==> src/dim_pkg.sv <==
// Shared constants and types for the pulse-count LED dimming link
package dim_pkg;
  localparam int CLK_HZ         = 40_000_000;
  localparam int CYC_PER_US     = CLK_HZ / 1_000_000;
  localparam int LEVEL_W        = 5;
  localparam logic [4:0] LEVEL_FULL = 5'h1f;  // 31 mA
  localparam logic [4:0] LEVEL_OFF  = 5'h00;  // 0 mA
  localparam int PRIM_LEDS      = 4;
  localparam int SEC_LEDS       = 2;
  // Device timing
  localparam int MODE_DELAY_US  = 400;   // Wait before 1.5x mode
  localparam int SHDN_LOW_US    = 1500;  // Single-wire low that means shutdown
  localparam int MODE_DELAY_CYC = MODE_DELAY_US * CYC_PER_US;
  localparam int SHDN_LOW_CYC   = SHDN_LOW_US * CYC_PER_US;
  // Host timing
  localparam int PULSE_MAX_US   = 500;   // Longest legal pulse low time
  localparam int PULSE_LOW_US   = 10;
  localparam int PULSE_HIGH_US  = 10;
  localparam int SHDN_HOLD_US   = 2000;
  localparam int PULSE_LOW_CYC  = PULSE_LOW_US * CYC_PER_US;
  localparam int PULSE_HIGH_CYC = PULSE_HIGH_US * CYC_PER_US;
  localparam int SHDN_HOLD_CYC  = SHDN_HOLD_US * CYC_PER_US;
  localparam int CNT_W          = 17;
  // Host request codes
  typedef enum logic [1:0] {
    OP_ENABLE   = 2'h0,
    OP_PULSE_PR = 2'h1,
    OP_PULSE_SE = 2'h2,
    OP_SHUTDOWN = 2'h3
  } op_e;
endpackage

==> src/dim_if.sv <==
// Link between the host controller and the dimming device
`timescale 1ns/1ps
interface dim_if;
  logic enable;                   // Active-high enable
  logic primary_group_pulse_n;    // Primary group dimming pulses
  logic secondary_group_pulse_n;  // Secondary group dimming pulses
  modport host (output enable, output primary_group_pulse_n, output secondary_group_pulse_n);
  modport dev  (input enable, input primary_group_pulse_n, input secondary_group_pulse_n);
endinterface

==> src/dim_device.sv <==
// Dimming device end: input sampling, pulse counting, shutdown and mode selection
// Function
// Start in 1x mode while regulation holds
// Regulation loss moves to 1.5x after 400 us
// Restart in 1x on reset and enable
// Primary pulses drive four, secondary drive two
// Host enables before sending any pulses
// First falling edge sets full scale 31 mA
// Each further falling edge lowers 1 mA
// Thirty-second falling edge switches group off
// Enable low puts device in shutdown
// Host may tie all three inputs together
// Single-wire pulses stay low under 0.5 ms
// Single-wire low over 1.5 ms means shutdown
// Group settings clear on reset and shutdown
// Inputs synchronised, edges and lows timed on clock
`timescale 1ns/1ps
module dim_device
  import dim_pkg::*;
#(
  parameter int MODE_DELAY = MODE_DELAY_CYC,
  parameter int SHDN_LOW   = SHDN_LOW_CYC
) (
  input  wire logic                 CLK,
  input  wire logic                 RST_N,
  dim_if.dev                        LINK,
  input  wire logic                 SINGLE_WIRE,
  input  wire logic                 REG_SHORT,
  output logic [LEVEL_W-1:0]        PRIM_LEVEL,
  output logic [LEVEL_W-1:0]        SEC_LEVEL,
  output logic [PRIM_LEDS-1:0]      PRIMARY_LED_OUTPUTS,
  output logic [SEC_LEDS-1:0]       SECONDARY_LED_OUTPUTS,
  output logic                      MODE_1P5X,
  output logic                      SHUTDOWN
);

  typedef enum logic [3:0] {
    ST_SHDN = 4'h1,
    ST_1X   = 4'h2,
    ST_WAIT = 4'h4,
    ST_15X  = 4'h8
  } mode_e;

  mode_e              mode_q;
  mode_e              mode_d;
  logic [2:0]         sync1_q;
  logic [2:0]         sync2_q;
  logic [2:0]         prev_q;
  logic               short1_q;
  logic               short2_q;
  logic [CNT_W-1:0]   low_cnt_q;
  logic [CNT_W-1:0]   wait_cnt_q;
  logic [LEVEL_W-1:0] prim_q;
  logic [LEVEL_W-1:0] sec_q;
  logic               en_s;
  logic               shdn_req;
  logic               prim_fall;
  logic               sec_fall;
  logic               grp_clear;

  // Reset image of the link synchroniser: enable low, both pulse lines at idle high,
  // so the edge detector never sees a false fall when reset lets go
  localparam logic [2:0] LINK_IDLE = 3'h3;

  // A fall is a high in the history flop over a low in the second synchroniser flop
  function automatic logic fall_seen(input logic was_q, input logic now_q);
    return was_q & ~now_q;
  endfunction

  // Next current setting for one falling edge: off goes to full, else one step down
  // The 32nd step lands on off and the edge after it starts again at full scale,
  // so a host that lost count recovers by sending edges until the level wraps
  function automatic logic [LEVEL_W-1:0] step_level(input logic [LEVEL_W-1:0] cur);
    logic [LEVEL_W-1:0] nxt;
    nxt = (cur == LEVEL_OFF) ? LEVEL_FULL : cur - LEVEL_W'(1);
    return nxt;
  endfunction

  // Two-flop synchroniser for the three link lines
  always_ff @(posedge CLK or negedge RST_N) begin
    if (!RST_N) begin
      sync1_q <= LINK_IDLE;
      sync2_q <= LINK_IDLE;
    end else begin
      sync1_q <= {LINK.enable, LINK.secondary_group_pulse_n, LINK.primary_group_pulse_n};
      sync2_q <= sync1_q;
    end
  end

  // History flop for edge detection, fed only from the settled second stage
  always_ff @(posedge CLK or negedge RST_N) begin
    if (!RST_N) begin
      prev_q <= LINK_IDLE;
    end else begin
      prev_q <= sync2_q;
    end
  end

  // Two-flop synchroniser for the regulation flag from the analog side
  always_ff @(posedge CLK or negedge RST_N) begin
    if (!RST_N) begin
      short1_q <= 1'h0;
      short2_q <= 1'h0;
    end else begin
      short1_q <= REG_SHORT;
      short2_q <= short1_q;
    end
  end

  // Settled enable and the falling edges of each group
  assign en_s      = sync2_q[2];
  assign prim_fall = fall_seen(prev_q[0], sync2_q[0]);
  assign sec_fall  = fall_seen(prev_q[1], sync2_q[1]);

  // Low-time counter on enable, saturating above the shutdown threshold
  // Saturation keeps a long low from wrapping back under the threshold
  always_ff @(posedge CLK or negedge RST_N) begin
    if (!RST_N) begin
      low_cnt_q <= '0;
    end else if (en_s) begin
      low_cnt_q <= '0;
    end else if (low_cnt_q <= CNT_W'(SHDN_LOW)) begin
      low_cnt_q <= low_cnt_q + CNT_W'(1);
    end
  end

  // Tied inputs: only a long low shuts down; separate inputs: any low does
  // With tied lines every dimming pulse also drops enable, so only its length tells
  assign shdn_req = SINGLE_WIRE ? (low_cnt_q > CNT_W'(SHDN_LOW)) : ~en_s;

  // Conversion mode sequence
  // A flag that clears during the wait returns to 1x; 1.5x holds until shutdown,
  // since only a fresh start from shutdown runs the selection again
  always_comb begin
    mode_d = mode_q;
    unique case (mode_q)
      ST_SHDN: if (en_s) mode_d = ST_1X;
      ST_1X:   if (short2_q) mode_d = ST_WAIT;
      ST_WAIT: begin
        if (!short2_q) begin
          mode_d = ST_1X;
        end else if (wait_cnt_q >= CNT_W'(MODE_DELAY - 1)) begin
          mode_d = ST_15X;
        end
      end
      ST_15X:  mode_d = ST_15X;
      default: mode_d = ST_SHDN;
    endcase
    if (shdn_req) begin
      mode_d = ST_SHDN;
    end
  end

  // Mode register; reset lands in shutdown so enabling starts at 1x
  always_ff @(posedge CLK or negedge RST_N) begin
    if (!RST_N) begin
      mode_q <= ST_SHDN;
    end else begin
      mode_q <= mode_d;
    end
  end

  // Delay counter for the 1x to 1.5x change
  // It counts only in the wait state, so a flag that blinks restarts the full delay
  always_ff @(posedge CLK or negedge RST_N) begin
    if (!RST_N) begin
      wait_cnt_q <= '0;
    end else if (mode_q == ST_WAIT) begin
      wait_cnt_q <= wait_cnt_q + CNT_W'(1);
    end else begin
      wait_cnt_q <= '0;
    end
  end

  // Levels clear while shutdown is requested or held, so edges then are dropped
  // and the first edge after enabling always selects full scale
  assign grp_clear = shdn_req || (mode_q == ST_SHDN);

  // Primary group current setting
  always_ff @(posedge CLK or negedge RST_N) begin
    if (!RST_N) begin
      prim_q <= LEVEL_OFF;
    end else if (grp_clear) begin
      prim_q <= LEVEL_OFF;
    end else if (prim_fall) begin
      prim_q <= step_level(prim_q);
    end
  end

  // Secondary group current setting, kept apart so neither group sees the other's edges
  always_ff @(posedge CLK or negedge RST_N) begin
    if (!RST_N) begin
      sec_q <= LEVEL_OFF;
    end else if (grp_clear) begin
      sec_q <= LEVEL_OFF;
    end else if (sec_fall) begin
      sec_q <= step_level(sec_q);
    end
  end

  // Outputs
  // LED outputs are on whenever their group holds a non-zero setting
  assign PRIM_LEVEL            = prim_q;
  assign SEC_LEVEL             = sec_q;
  assign PRIMARY_LED_OUTPUTS   = {PRIM_LEDS{prim_q != LEVEL_OFF}};
  assign SECONDARY_LED_OUTPUTS = {SEC_LEDS{sec_q != LEVEL_OFF}};
  assign MODE_1P5X             = (mode_q == ST_15X);
  assign SHUTDOWN              = (mode_q == ST_SHDN);

endmodule

==> src/flat_wrapper.sv <==
// flat-port wrapper written by rule: the top's interface ports become plain ports
module dim_device_flat import dim_pkg::*;
#(
  parameter int MODE_DELAY = MODE_DELAY_CYC,
  parameter int SHDN_LOW   = SHDN_LOW_CYC
)
  (CLK, RST_N, SINGLE_WIRE, REG_SHORT, PRIM_LEVEL, SEC_LEVEL, PRIMARY_LED_OUTPUTS, SECONDARY_LED_OUTPUTS, MODE_1P5X, SHUTDOWN, LINK_enable, LINK_primary_group_pulse_n, LINK_secondary_group_pulse_n);
  dim_if LINK_i ();
  input  wire logic CLK;
  input  wire logic RST_N;
  input  wire logic SINGLE_WIRE;
  input  wire logic REG_SHORT;
  output logic [LEVEL_W-1:0] PRIM_LEVEL;
  output logic [LEVEL_W-1:0] SEC_LEVEL;
  output logic [PRIM_LEDS-1:0] PRIMARY_LED_OUTPUTS;
  output logic [SEC_LEDS-1:0] SECONDARY_LED_OUTPUTS;
  output logic MODE_1P5X;
  output logic SHUTDOWN;
  input wire logic [$bits(LINK_i.enable)-1:0] LINK_enable;
  input wire logic [$bits(LINK_i.primary_group_pulse_n)-1:0] LINK_primary_group_pulse_n;
  input wire logic [$bits(LINK_i.secondary_group_pulse_n)-1:0] LINK_secondary_group_pulse_n;
  assign LINK_i.enable = LINK_enable;
  assign LINK_i.primary_group_pulse_n = LINK_primary_group_pulse_n;
  assign LINK_i.secondary_group_pulse_n = LINK_secondary_group_pulse_n;
  dim_device #(.MODE_DELAY(MODE_DELAY), .SHDN_LOW(SHDN_LOW)) u_core (.CLK(CLK), .RST_N(RST_N), .LINK(LINK_i), .SINGLE_WIRE(SINGLE_WIRE), .REG_SHORT(REG_SHORT), .PRIM_LEVEL(PRIM_LEVEL), .SEC_LEVEL(SEC_LEVEL), .PRIMARY_LED_OUTPUTS(PRIMARY_LED_OUTPUTS), .SECONDARY_LED_OUTPUTS(SECONDARY_LED_OUTPUTS), .MODE_1P5X(MODE_1P5X), .SHUTDOWN(SHUTDOWN));
endmodule
==> config.mk <==
export PLATFORM = sky130hd
export DESIGN_NAME = dim_device_flat
export DESIGN_NICKNAME = d
export VERILOG_FILES = /design/src/dim_pkg.sv /design/src/dim_if.sv /design/src/dim_device.sv /design/src/flat_wrapper.sv
export SDC_FILE = /design/constraint.sdc
export NUM_CORES = 1
export LEC_CHECK = 0
export BUFFER_PORTS_ARGS = -buffer_cell sky130_fd_sc_hd__buf_2
export CAP_MARGIN = 20
export CORE_ASPECT_RATIO = 0.6
export CORE_MARGIN = 2
export CORE_UTILIZATION = 40
export DETAILED_ROUTE_END_ITERATION = 12
export PLACE_DENSITY_LB_ADDON = 0.2
export SLEW_MARGIN = 30
export SYNTH_ARGS = -nofsm -noshare
export SYNTH_HDL_FRONTEND = slang
export SYNTH_SLANG_ARGS = --single-unit
==> constraint.sdc <==
create_clock -name CLK -period 2.2 [get_ports CLK]
set_input_delay 0 -clock CLK [delete_from_list [all_inputs] [get_ports CLK]]
set_output_delay 0 -clock CLK [all_outputs]
set_load 0.02 [all_outputs]
==> flow_summary.json, run 1 <==
{
  "postRouteAntennaNets": 0,
  "clk_pin_slew_ps": 50,
  "critPathSlowestCell": "dfrtp_1",
  "p_sw_mw": 1.08,
  "drv_slew": 0,
  "syn-num-nets": 287,
  "path_class": "reg -> reg",
  "synth_edf_count": 0,
  "postCtsSetupRepairBufs": 0,
  "fp.dieArea_sq_um": 7870,
  "timing.rr.start": "u_core.low_cnt_q[1]",
  "setup_viol_count_final": 0,
  "final_cell_mix": "dfrtp_1 (51), nor2_1 (37), buf_2 (24), a21oi_1 (17), inv_1 (15)",
  "finalHoldViolations": 0,
  "drtPass1Iterations": 8,
  "ir_drop_mv": 0.699,
  "synthTopCellsByArea": "dfrtp_1 (45%), dfstp_2 (6.4%), nor2_1 (4.9%), xor2_1 (3.7%), xnor2_1 (3.4%)",
  "fill_cells": 610,
  "syn_to_final_growth_pct": 20.0,
  "fin_setup_tns_ps": 0,
  "internal_power_mw": 2.35,
  "reg2reg_to": "u_core.low_cnt_q[11]",
  "status": "finished, violations left",
  "antenna_found_initial": 0,
  "tightest_slew_ps": 734,
  "violations": "DRC",
  "synth_cells": 275,
  "grt_overflow": 0,
  "synth_seq_area_share_pct": 51.0,
  "avgSynthCellArea_sq_um": 10.4,
  "row_count": 23,
  "power_density_nw_per_um2": 999,
  "async_flop_share_pct": 100,
  "synth_top_area_share_pct": 44.6,
  "finalNetCount": 323,
  "synth_cell_types": 50,
  "critical_path_buf_inv_count": 1,
  "rsz0062_at_grt": "no",
  "grt_pass1_vias": 1985,
  "holdPathStages": 4,
  "grt_max_degree": 59,
  "track_usage_pct": 16.9,
  "num_vias": 2134,
  "start_util_pct": 42.2,
  "n_antenna_cell": 0,
  "io_pins": 25,
  "skew_ps": 7.22,
  "p_sw_share_pct": 31.6,
  "timing.final.crit_share_pct": 91.1,
  "cts_tree": "built",
  "hold_end": "u_core.SEC_LEVEL[0]",
  "numCtsBuffers": 9,
  "cts_root_buffer": "clkbuf_16",
  "via_per_inst": 5.30,
  "drtIter0Drc": 110,
  "fp.dieW_um": 113,
  "min_from": "SINGLE_WIRE",
  "min_path_type": "in -> reg",
  "clock_latency_ps": 330,
  "p_clk_share_pct": 39.7,
  "max_freq_mhz": 499,
  "port_buffers": 24,
  "crit_path_end_kind": "flop",
  "ys_ff_latch": 58,
  "routabilityCongestion": 0.828,
  "max-slew-margin-rel_pct": 51.0,
  "fin_crit_ps": 2000,
  "combPwrFrac_pct": 23.3,
  "path_cells": "inv_1 -> ha_1 -> nor4b_4 -> nand4bb_4 -> a311oi_4 -> nand3_2 -> mux2_4",
  "wl_per_cell_um": 14.9,
  "netlist_area_sq_um": 2860,
  "drive_above_1_share_pct": 20.6,
  "final_common_cell": "dfrtp_1",
  "synth_top_area_cell": "dfrtp_1",
  "r2r_cells": 7,
  "r2r_setup_slack_ps": 200,
  "die_height_um": 69.5,
  "slowest_delay_ps": 440,
  "synth_ff_type": "dfrtp_1",
  "grt_pass1_wl_mm": 10.2,
  "place_hpwl_mm": 3.98,
  "seq_power_share_pct": 37.0,
  "ys_warn_count": 0,
  "drcViolationCount": 1,
  "core_area_sq_um": 6790,
  "clk_path_buf_depth": 2,
  "fin_util_pct": 50.6,
  "worstPathRequired_ps": 2410,
  "power.leakage_nw": 1.44,
  "worst_setup_path_start_kind": "flop",
  "cp_max_fo": 7,
  "arrival_ps": 2210,
  "totalWireLength_mm": 6.00,
  "htree_levels": 3,
  "max_cap_viol_count": 0,
  "critPathTopFamily": "simple AND/OR/NAND/NOR gates",
  "cts.sinks": 58
}
==> cell families (layout without fill, tap and decap cells) <==
| logic type | count (synthesis) | in the layout | synth area share [%] |
|---|---|---|---|
| flip-flops | 58 | 58 | 51.0 |
| XOR/XNOR | 23 | 23 | 7.04 |
| buffers and inverters | 27 | 68 | 4.59 |
| adder cells (fa/ha/maj) | 5 | 5 | 2.19 |
| multiplexers | 3 | 3 | 1.27 |
| AND/OR/NAND/NOR | 108 | 108 | 21.2 |
| AO/OA/AOI/OAI | 51 | 51 | 12.7 |
==> worst max-delay path by stage <==
stage,startpoint,to,slack [ps],cells past startpoint
6_report,u_core.low_cnt_q[1],u_core.low_cnt_q[11],200,7
5_1_grt,u_core.low_cnt_q[1],u_core.low_cnt_q[15],40,8
3_5_place_dp,u_core.low_cnt_q[1],u_core.PRIM_LEVEL[1],190,7
2_1_floorplan,u_core.low_cnt_q[0],u_core.low_cnt_q[11],230,7
4_1_cts,u_core.low_cnt_q[1],u_core.SEC_LEVEL[1],160,7
3_3_place_gp,u_core.low_cnt_q[1],u_core.low_cnt_q[11],250,7
==> synth_stat cells, types with 2 or more instances <==
cell / count
or3_1: 4
buf_4: 4
dfstp_2: 7
inv_1: 15
nand4_1: 9
a2111oi_0: 2
nor3_1: 5
dfrtp_1: 51
nor4b_1: 3
nand2b_1: 2
and3_1: 4
nand2_1: 12
and4_1: 2
a21oi_1: 17
xor2_1: 12
o21ai_0: 6
nor2_1: 37
nand3_1: 11
a311oi_1: 3
and2_1: 2
clkbuf_1: 5
nand3b_1: 4
a211oi_1: 5
nor2b_1: 5
a31oi_1: 3
o31ai_1: 3
ha_1: 5
nand4b_1: 2
a31o_2: 3
xnor2_1: 11
buf_6: 2
==> layout make-up <==
cell class	instances	area (sq um)	share of cell area (%)
Timing Repair Buffer	37	230	6.70
Sequential cell	58	1460	42.5
Tap cell	87	109	3.17
Clock buffer	14	254	7.39
Inverter	15	56.3	1.64
Multi-Input combinational cell	190	1290	37.5
Clock inverter	2	37.5	1.09
==> flip-flops by register name (all words and copies together), names as in the netlist <==
| register | count |
|---|---|
| u_core.PRIM_LEVEL | 5 |
| u_core.SEC_LEVEL | 5 |
| u_core.low_cnt_q | 17 |
| u_core.mode_q | 4 |
| u_core.prev_q | 2 |
| u_core.short1_q | 1 |
| u_core.short2_q | 1 |
| u_core.sync1_q | 3 |
| u_core.sync2_q | 3 |
| u_core.wait_cnt_q | 17 |
==> power by group through the flow <==
stage                     logic [mW]  clock network (mW)  registers [mW]
final                          0.800                1.36            1.27
after global routing           0.882                1.46            1.29
after global placement         0.778                   0            1.28
after detailed placement       0.784                   0            1.28
after floorplan                0.553                   0            1.32
after CTS                      0.793                1.40            1.27
==> layer usage <==
layer	GRT usage, %	routed length [um]	up-vias
met2	20.5	2350	45
met3	6.47	240	6
met4	6.23	80	0
li1	-	-	1047
met5	0	0	-
met1	26.5	3330	1036
==> stage by stage <==
step                setup slack, ps  cells  hold slack (ps)  power [mW]  instance area (sq um)
finish                          196    403              178        3.43                   3440
detailed placement              192    382              106        2.06                   3080
CTS                             160    403              127        3.46                   3420
global placement                254    382              105        2.06                   3080
global route                   38.9    403              201        3.63                   3440
floorplan                       227    275             -296        1.88                   2860
==> worst register-to-register path, cell delays in order, from the launching register on <==
cell	delay [ps]
dfrtp_1	440
inv_1	100
ha_1	140
nor4b_4	230
nand4bb_4	200
a311oi_4	360
nand3_2	110
mux2_4	300
==> timing repair <==
item	in CTS	in global routing
setup endpoints to repair	0	2
hold buffers	5	0
hold endpoints to repair	55	0
resized for setup	0	2
Power figures use the tool's default switching activity.
==> inputs of run 2 (changes only) <==
--- a/config.mk
+++ b/config.mk
@@ -11,7 +11,7 @@
 export CORE_MARGIN = 2
 export CORE_UTILIZATION = 40
 export DETAILED_ROUTE_END_ITERATION = 12
-export PLACE_DENSITY_LB_ADDON = 0.2
+export PLACE_DENSITY = 0.61
 export SLEW_MARGIN = 30
 export SYNTH_ARGS = -nofsm -noshare
 export SYNTH_HDL_FRONTEND = slang
==> run 2 against run 1 <==
The run now ends clean. Clock power down 7%. Die area unchanged. Hold slack better by 23 ps. Global-route usage up 0.24 points. Largest cell class unchanged. Design area down 0.62%. Sequential share of layout area up 0.26 points. Routed wire length down 0.70%. Sequential power about the same. Sequential cell count unchanged. Non-clock buffer count up 2. Register-to-register slack better by 60 ps. Clock skew down 2.3 ps.
==> flow_summary.json, run 2 (synthesized netlist as in run 1, its figures left out) <==
{
  "core_area_sq_um": 6790,
  "worstPathRequired_ps": 2400,
  "cts_resized": 0,
  "combPwrFrac_pct": 23.8,
  "rsz0062_at_grt": "no",
  "internal_power_mw": 2.22,
  "row_count": 23,
  "worstSetupStartpoint": "u_core.low_cnt_q[0]",
  "max_cap_viol_count": 0,
  "arrival_ps": 2140,
  "fp.dieArea_sq_um": 7870,
  "r2r_cells": 7,
  "n_antenna_cell": 0,
  "drcViolationCount": 0,
  "port_buffers": 24,
  "cts.sinks": 58,
  "worst_setup_path_start_kind": "flop",
  "syn_to_final_growth_pct": 19.3,
  "timing.final.crit_share_pct": 88.2,
  "htree_levels": 3,
  "routabilityCongestion": 0.809,
  "whs_ps": 201,
  "min_path_type": "in -> reg",
  "via_per_inst": 5.32,
  "largestRegisters": "u_core.low_cnt_q x17, u_core.wait_cnt_q x17",
  "num_vias": 2154,
  "drive_above_1_share_pct": 21.7,
  "setup_viol_count_final": 0,
  "max-slew-margin-rel_pct": 57.5,
  "power.leakage_nw": 1.44,
  "grt_pass1_wl_mm": 10.6,
  "numCtsBuffers": 9,
  "cp_max_fo": 6,
  "fp.dieW_um": 113,
  "r2r_setup_slack_ps": 260,
  "drtIter0Drc": 135,
  "finalHoldViolations": 0,
  "path_class": "reg -> reg",
  "p_sw_mw": 1.10,
  "cts_tree": "built",
  "track_usage_pct": 17.2,
  "power_density_nw_per_um2": 970,
  "start_util_pct": 42.2,
  "drtPass1Iterations": 4,
  "clock_latency_ps": 320,
  "place_hpwl_mm": 4.12,
  "reg2reg_to": "u_core.low_cnt_q[11]",
  "drv_slew": 0,
  "fin_setup_tns_ps": 0,
  "crit_path_end_kind": "flop",
  "wl_per_cell_um": 14.7,
  "die_height_um": 69.5,
  "postRouteAntennaNets": 0,
  "p_clk_share_pct": 38.0,
  "grt_overflow": 0,
  "finalNetCount": 325,
  "skew_ps": 4.94,
  "max_freq_mhz": 515,
  "timing.rr.start": "u_core.low_cnt_q[0]",
  "antenna_found_initial": 0,
  "fin_crit_ps": 1940,
  "grt_max_degree": 29,
  "seq_power_share_pct": 38.2,
  "ir_drop_mv": 0.712,
  "clk_path_buf_depth": 2,
  "final_cell_mix": "dfrtp_1 (51), nor2_1 (37), buf_2 (24), a21oi_1 (17), inv_1 (15)",
  "totalWireLength_mm": 5.96,
  "status": "finished, final reports clean",
  "io_pins": 25,
  "crit_end": "u_core.low_cnt_q[11]",
  "clk_pin_slew_ps": 50,
  "p_sw_share_pct": 33.0,
  "tightest_slew_ps": 638,
  "cts_root_buffer": "clkbuf_16",
  "final_common_cell": "dfrtp_1",
  "grt_pass1_vias": 2090
}
run 2: changes by cell type in the layout (fill, tap and decap cells not counted), sizes merged:
cell,before,now
clkinv,0,3
bufinv,1,0
buf,32,34
clkinvlp,1,2
clkbuf,14,11
run 2: repair_timing:
action | in CTS | in global routing
hold buffers | 5 | 0
setup buffers | 0 | 0
endpoints found under the hold margin | 26 | 0
run 2: final cells by class:
| class | instances | area (sq um) |
|---|---|---|
| inverter | 15 | 56.3 |
| sequential | 58 | 1460 |
| fill | 614 | 3380 |
| timing repair buffer | 39 | 245 |
| tap | 87 | 109 |
| clock inverter | 5 | 30.0 |
| multi-input combinational | 190 | 1270 |
| clock buffer | 11 | 243 |
run 2: routing by layer:
metal  wire length [um]  track usage [%]  share of wire [%]  vias up
li1                   -                -                  -     1057
met1               3210             27.3                 54     1039
met2               2320             21.1                 39       54
met3                385             5.07                6.5        4
met4                 40             6.91               0.67        0
met5                  0                0                  0        -
run 2: per-stage QoR:
stage                     cell area [sq um]  worst slack [ps]  utilization (%)  power (mW)  cells
after global placement                 3090               269             45.5        2.06    384
after detailed placement               3090               292             45.5        2.06    384
after floorplan                        2860               227                -        1.88    275
after global routing                   3410               105             50.3        3.50    405
after CTS                              3410               255             50.3        3.35    405
final                                  3410               259             50.3        3.31    405
run 2: worst min path at each step:
stage                           start                   end  cells past startpoint  slack, ps
after floorplan                 RST_N  u_core.PRIM_LEVEL[0]                      0       -300
after global placement          RST_N   u_core.SEC_LEVEL[3]                      1         50
after detailed placement        RST_N   u_core.SEC_LEVEL[4]                      1         60
after CTS                 SINGLE_WIRE      u_core.mode_q[1]                      3        190
after global routing      SINGLE_WIRE      u_core.mode_q[1]                      3        260
final                     SINGLE_WIRE      u_core.mode_q[1]                      3        200
run 2: power groups by stage:
stage          clock network [mW]  logic (mW)  registers, mW
6_report                     1.26       0.788           1.27
5_1_grt                      1.34       0.868           1.29
4_1_cts                      1.29       0.794           1.26
3_5_place_dp                    0       0.783           1.28
3_3_place_gp                    0       0.783           1.28
2_1_floorplan                   0       0.553           1.32
run 2: critical path, cell delays in order, from the launching register on:
cell	delay, ps
dfrtp_1	380
inv_1	80
ha_1	150
nor4b_4	230
nand4bb_4	200
a311oi_4	360
nand3_2	120
mux2_4	310
==> inputs of run 3 (changes only) <==
--- a/config.mk
+++ b/config.mk
@@ -5,6 +5,7 @@
 export SDC_FILE = /design/constraint.sdc
 export NUM_CORES = 1
 export LEC_CHECK = 0
+export ABC_AREA = 1
 export BUFFER_PORTS_ARGS = -buffer_cell sky130_fd_sc_hd__buf_2
 export CAP_MARGIN = 20
 export CORE_ASPECT_RATIO = 0.6
==> run 3 against run 2 <==
Clock power grew 24%. Fmax up 6.2%. Die area up 9.5%. Synthesized cell count is 46% higher. Final cell count increased by 34%. Sequential power barely moved. Design area increased by 9.4%. Critical path type unchanged.
==> flow_summary.json, run 3 <==
{
  "hold_end": "u_core.mode_q[0]",
  "clk_pin_slew_ps": 50,
  "whs_ps": 45.7,
  "power_density_nw_per_um2": 1030,
  "place_area_sq_um": 3350,
  "path_class": "reg -> reg",
  "final_common_cell": "nand2_1",
  "num_vias": 2677,
  "netlist_area_sq_um": 3150,
  "synth_seq_area_share_pct": 46.4,
  "drv_slew": 0,
  "timing.final.crit_share_pct": 83.1,
  "skew_ps": 8.17,
  "numCtsBuffers": 9,
  "synth_common_cells": "nand2_1 (72), nor2_1 (62), inv_1 (53)",
  "fin_setup_tns_ps": 0,
  "synth_ff_type": "dfrtp_1",
  "internal_power_mw": 2.58,
  "worstPathRequired_ps": 2470,
  "final_cell_mix": "nand2_1 (72), nor2_1 (62), inv_1 (53), dfrtp_1 (51), nand3_1 (34)",
  "ir_drop_mv": 0.849,
  "synth.most_common_cell": "nand2_1",
  "reg2reg_to": "u_core.mode_q[1]",
  "cts.sinks": 58,
  "wl_per_cell_um": 13.2,
  "syn_to_final_growth_pct": 18.7,
  "synth_top_area_share_pct": 40.5,
  "setup_viol_count_final": 0,
  "io_pins": 25,
  "cts_root_buffer": "clkbuf_16",
  "fp.dieArea_sq_um": 8620,
  "ys_ff_latch": 58,
  "fin_crit_ps": 1830,
  "htree_levels": 3,
  "ys_warn_count": 0,
  "p_sw_mw": 1.26,
  "finalNetCount": 447,
  "max-slew-margin-rel_pct": 63.5,
  "postRouteAntennaNets": 0,
  "rsz0062_at_grt": "no",
  "port_buffers": 24,
  "cts_tree": "built",
  "seq_power_share_pct": 32.9,
  "min_from": "SINGLE_WIRE",
  "drcViolationCount": 0,
  "status": "finished, final reports clean",
  "row_count": 24,
  "drtIter0Drc": 161,
  "total_power_mw": 3.84,
  "via_per_inst": 4.92,
  "final_area_sq_um": 3740,
  "die_height_um": 72.7,
  "fp.dieW_um": 119,
  "start_util_pct": 42.3,
  "synthTopCellsByArea": "dfrtp_1 (41%), nand2_1 (8.6%), nor2_1 (7.4%), inv_1 (6.3%), dfstp_2 (5.8%)",
  "place_hpwl_mm": 5.21,
  "totalWireLength_mm": 7.17,
  "antenna_found_initial": 0,
  "core_area_sq_um": 7450,
  "fin_util_pct": 50.2,
  "clock_latency_ps": 330,
  "crit_path_end_kind": "flop",
  "worst_setup_path_start_kind": "flop",
  "finalHoldViolations": 0,
  "seq_area_sq_um": 1460,
  "routabilityCongestion": 0.901,
  "avgSynthCellArea_sq_um": 7.83,
  "power.leakage_nw": 1.74,
  "clk_path_buf_depth": 2,
  "timing.rr.start": "u_core.mode_q[3]",
  "synth_top_area_cell": "dfrtp_1",
  "min_path_type": "in -> reg",
  "cp_max_fo": 11,
  "r2r_cells": 7,
  "syn-num-nets": 414,
  "tightest_slew_ps": 546,
  "r2r_setup_slack_ps": 370,
  "postCtsSetupRepairBufs": 0,
  "worstSetupStartpoint": "u_core.mode_q[3]",
  "n_antenna_cell": 0,
  "async_flop_share_pct": 100,
  "p_sw_share_pct": 32.9,
  "grt_overflow": 0,
  "holdPathStages": 4,
  "synth_edf_count": 0,
  "max_cap_viol_count": 0,
  "grt_pass1_wl_mm": 12.5,
  "arrival_ps": 2090,
  "largestRegisters": "u_core.low_cnt_q x17, u_core.wait_cnt_q x17",
  "combPwrFrac_pct": 26.4,
  "max_freq_mhz": 547,
  "synth_cell_types": 31,
  "p_clk_share_pct": 40.6,
  "drive_above_1_share_pct": 17.3,
  "drtPass1Iterations": 5,
  "grt_max_degree": 27,
  "track_usage_pct": 18.7,
  "grt_pass1_vias": 2545,
  "fill_cells": 761,
  "synth_cells": 402,
  "multi_input_area_sq_um": 1400
}
==> run 3: worst max-delay path by stage <==
stage,endpoint,slack [ps],cells past startpoint
after floorplan,u_core.PRIM_LEVEL[3],630,7
after global routing,u_core.mode_q[3],120,7
after CTS,u_core.low_cnt_q[0],380,9
final,u_core.mode_q[1],370,7
after global placement,u_core.low_cnt_q[0],450,9
after detailed placement,u_core.low_cnt_q[0],400,9
==> run 3: cell type report <==
cell class / count / area share, %
clock buffer: 12 / 7.13
clock inverter: 4 / 1.94
inverter: 58 / 5.83
multi-input combinational: 276 / 37.4
sequential: 58 / 39.1
timing repair buffer: 32 / 5.16
tap: 104 / 3.48
==> run 3: routing by layer <==
| metal | vias to the layer above | routed length, um | GRT usage, % |
|---|---|---|---|
| met1 | 1207 | 3900 | 27.6 |
| met4 | 0 | 114 | 7.28 |
| li1 | 1360 | - | - |
| met2 | 98 | 2590 | 24.5 |
| met5 | - | 0 | 0 |
| met3 | 12 | 574 | 6.88 |
==> run 3: stage by stage <==
stage,setup WS (ps),instances
floorplan,627,402
CTS,384,544
global placement,453,523
finish,372,544
global route,117,544
detailed placement,400,523
==> run 3: worst max-delay path, cell delays in order, from the launching register on <==
cell and delay, ps:
dfrtp_1 390, inv_1 90, nand2_1 60, nor2_1 440, inv_1 330, o21ai_0 280
nand3_1 110, nand2_1 70
==> run 3: power groups by stage <==
| stage | Combinational (mW) | Sequential [mW] | Clock, mW |
|---|---|---|---|
| floorplan | 0.727 | 1.33 | 0 |
| global placement | 0.988 | 1.28 | 0 |
| detailed placement | 1.01 | 1.28 | 0 |
| CTS | 1.02 | 1.26 | 1.59 |
| global route | 1.15 | 1.28 | 1.64 |
| finish | 1.02 | 1.27 | 1.56 |
==> run 3: logic make-up (layout without fill, tap and decap cells) <==
group / count (synthesis) / count (layout) / share of synthesized area [%]
xor+xnor: 8 / 8 / 2.23
compound gates: 47 / 47 / 8.63
buf+inv: 68 / 106 / 9.26
flops: 58 / 58 / 46.4
fa+ha+maj: 5 / 5 / 1.99
simple gates: 216 / 216 / 31.5
==> run 3: what timing repair did <==
item | 4_1_cts | 5_1_grt
endpoints found under the setup margin | 0 | 0
hold buffers | 5 | 0
resized for setup | 0 | 0
endpoints found under the hold margin | 22 | 0
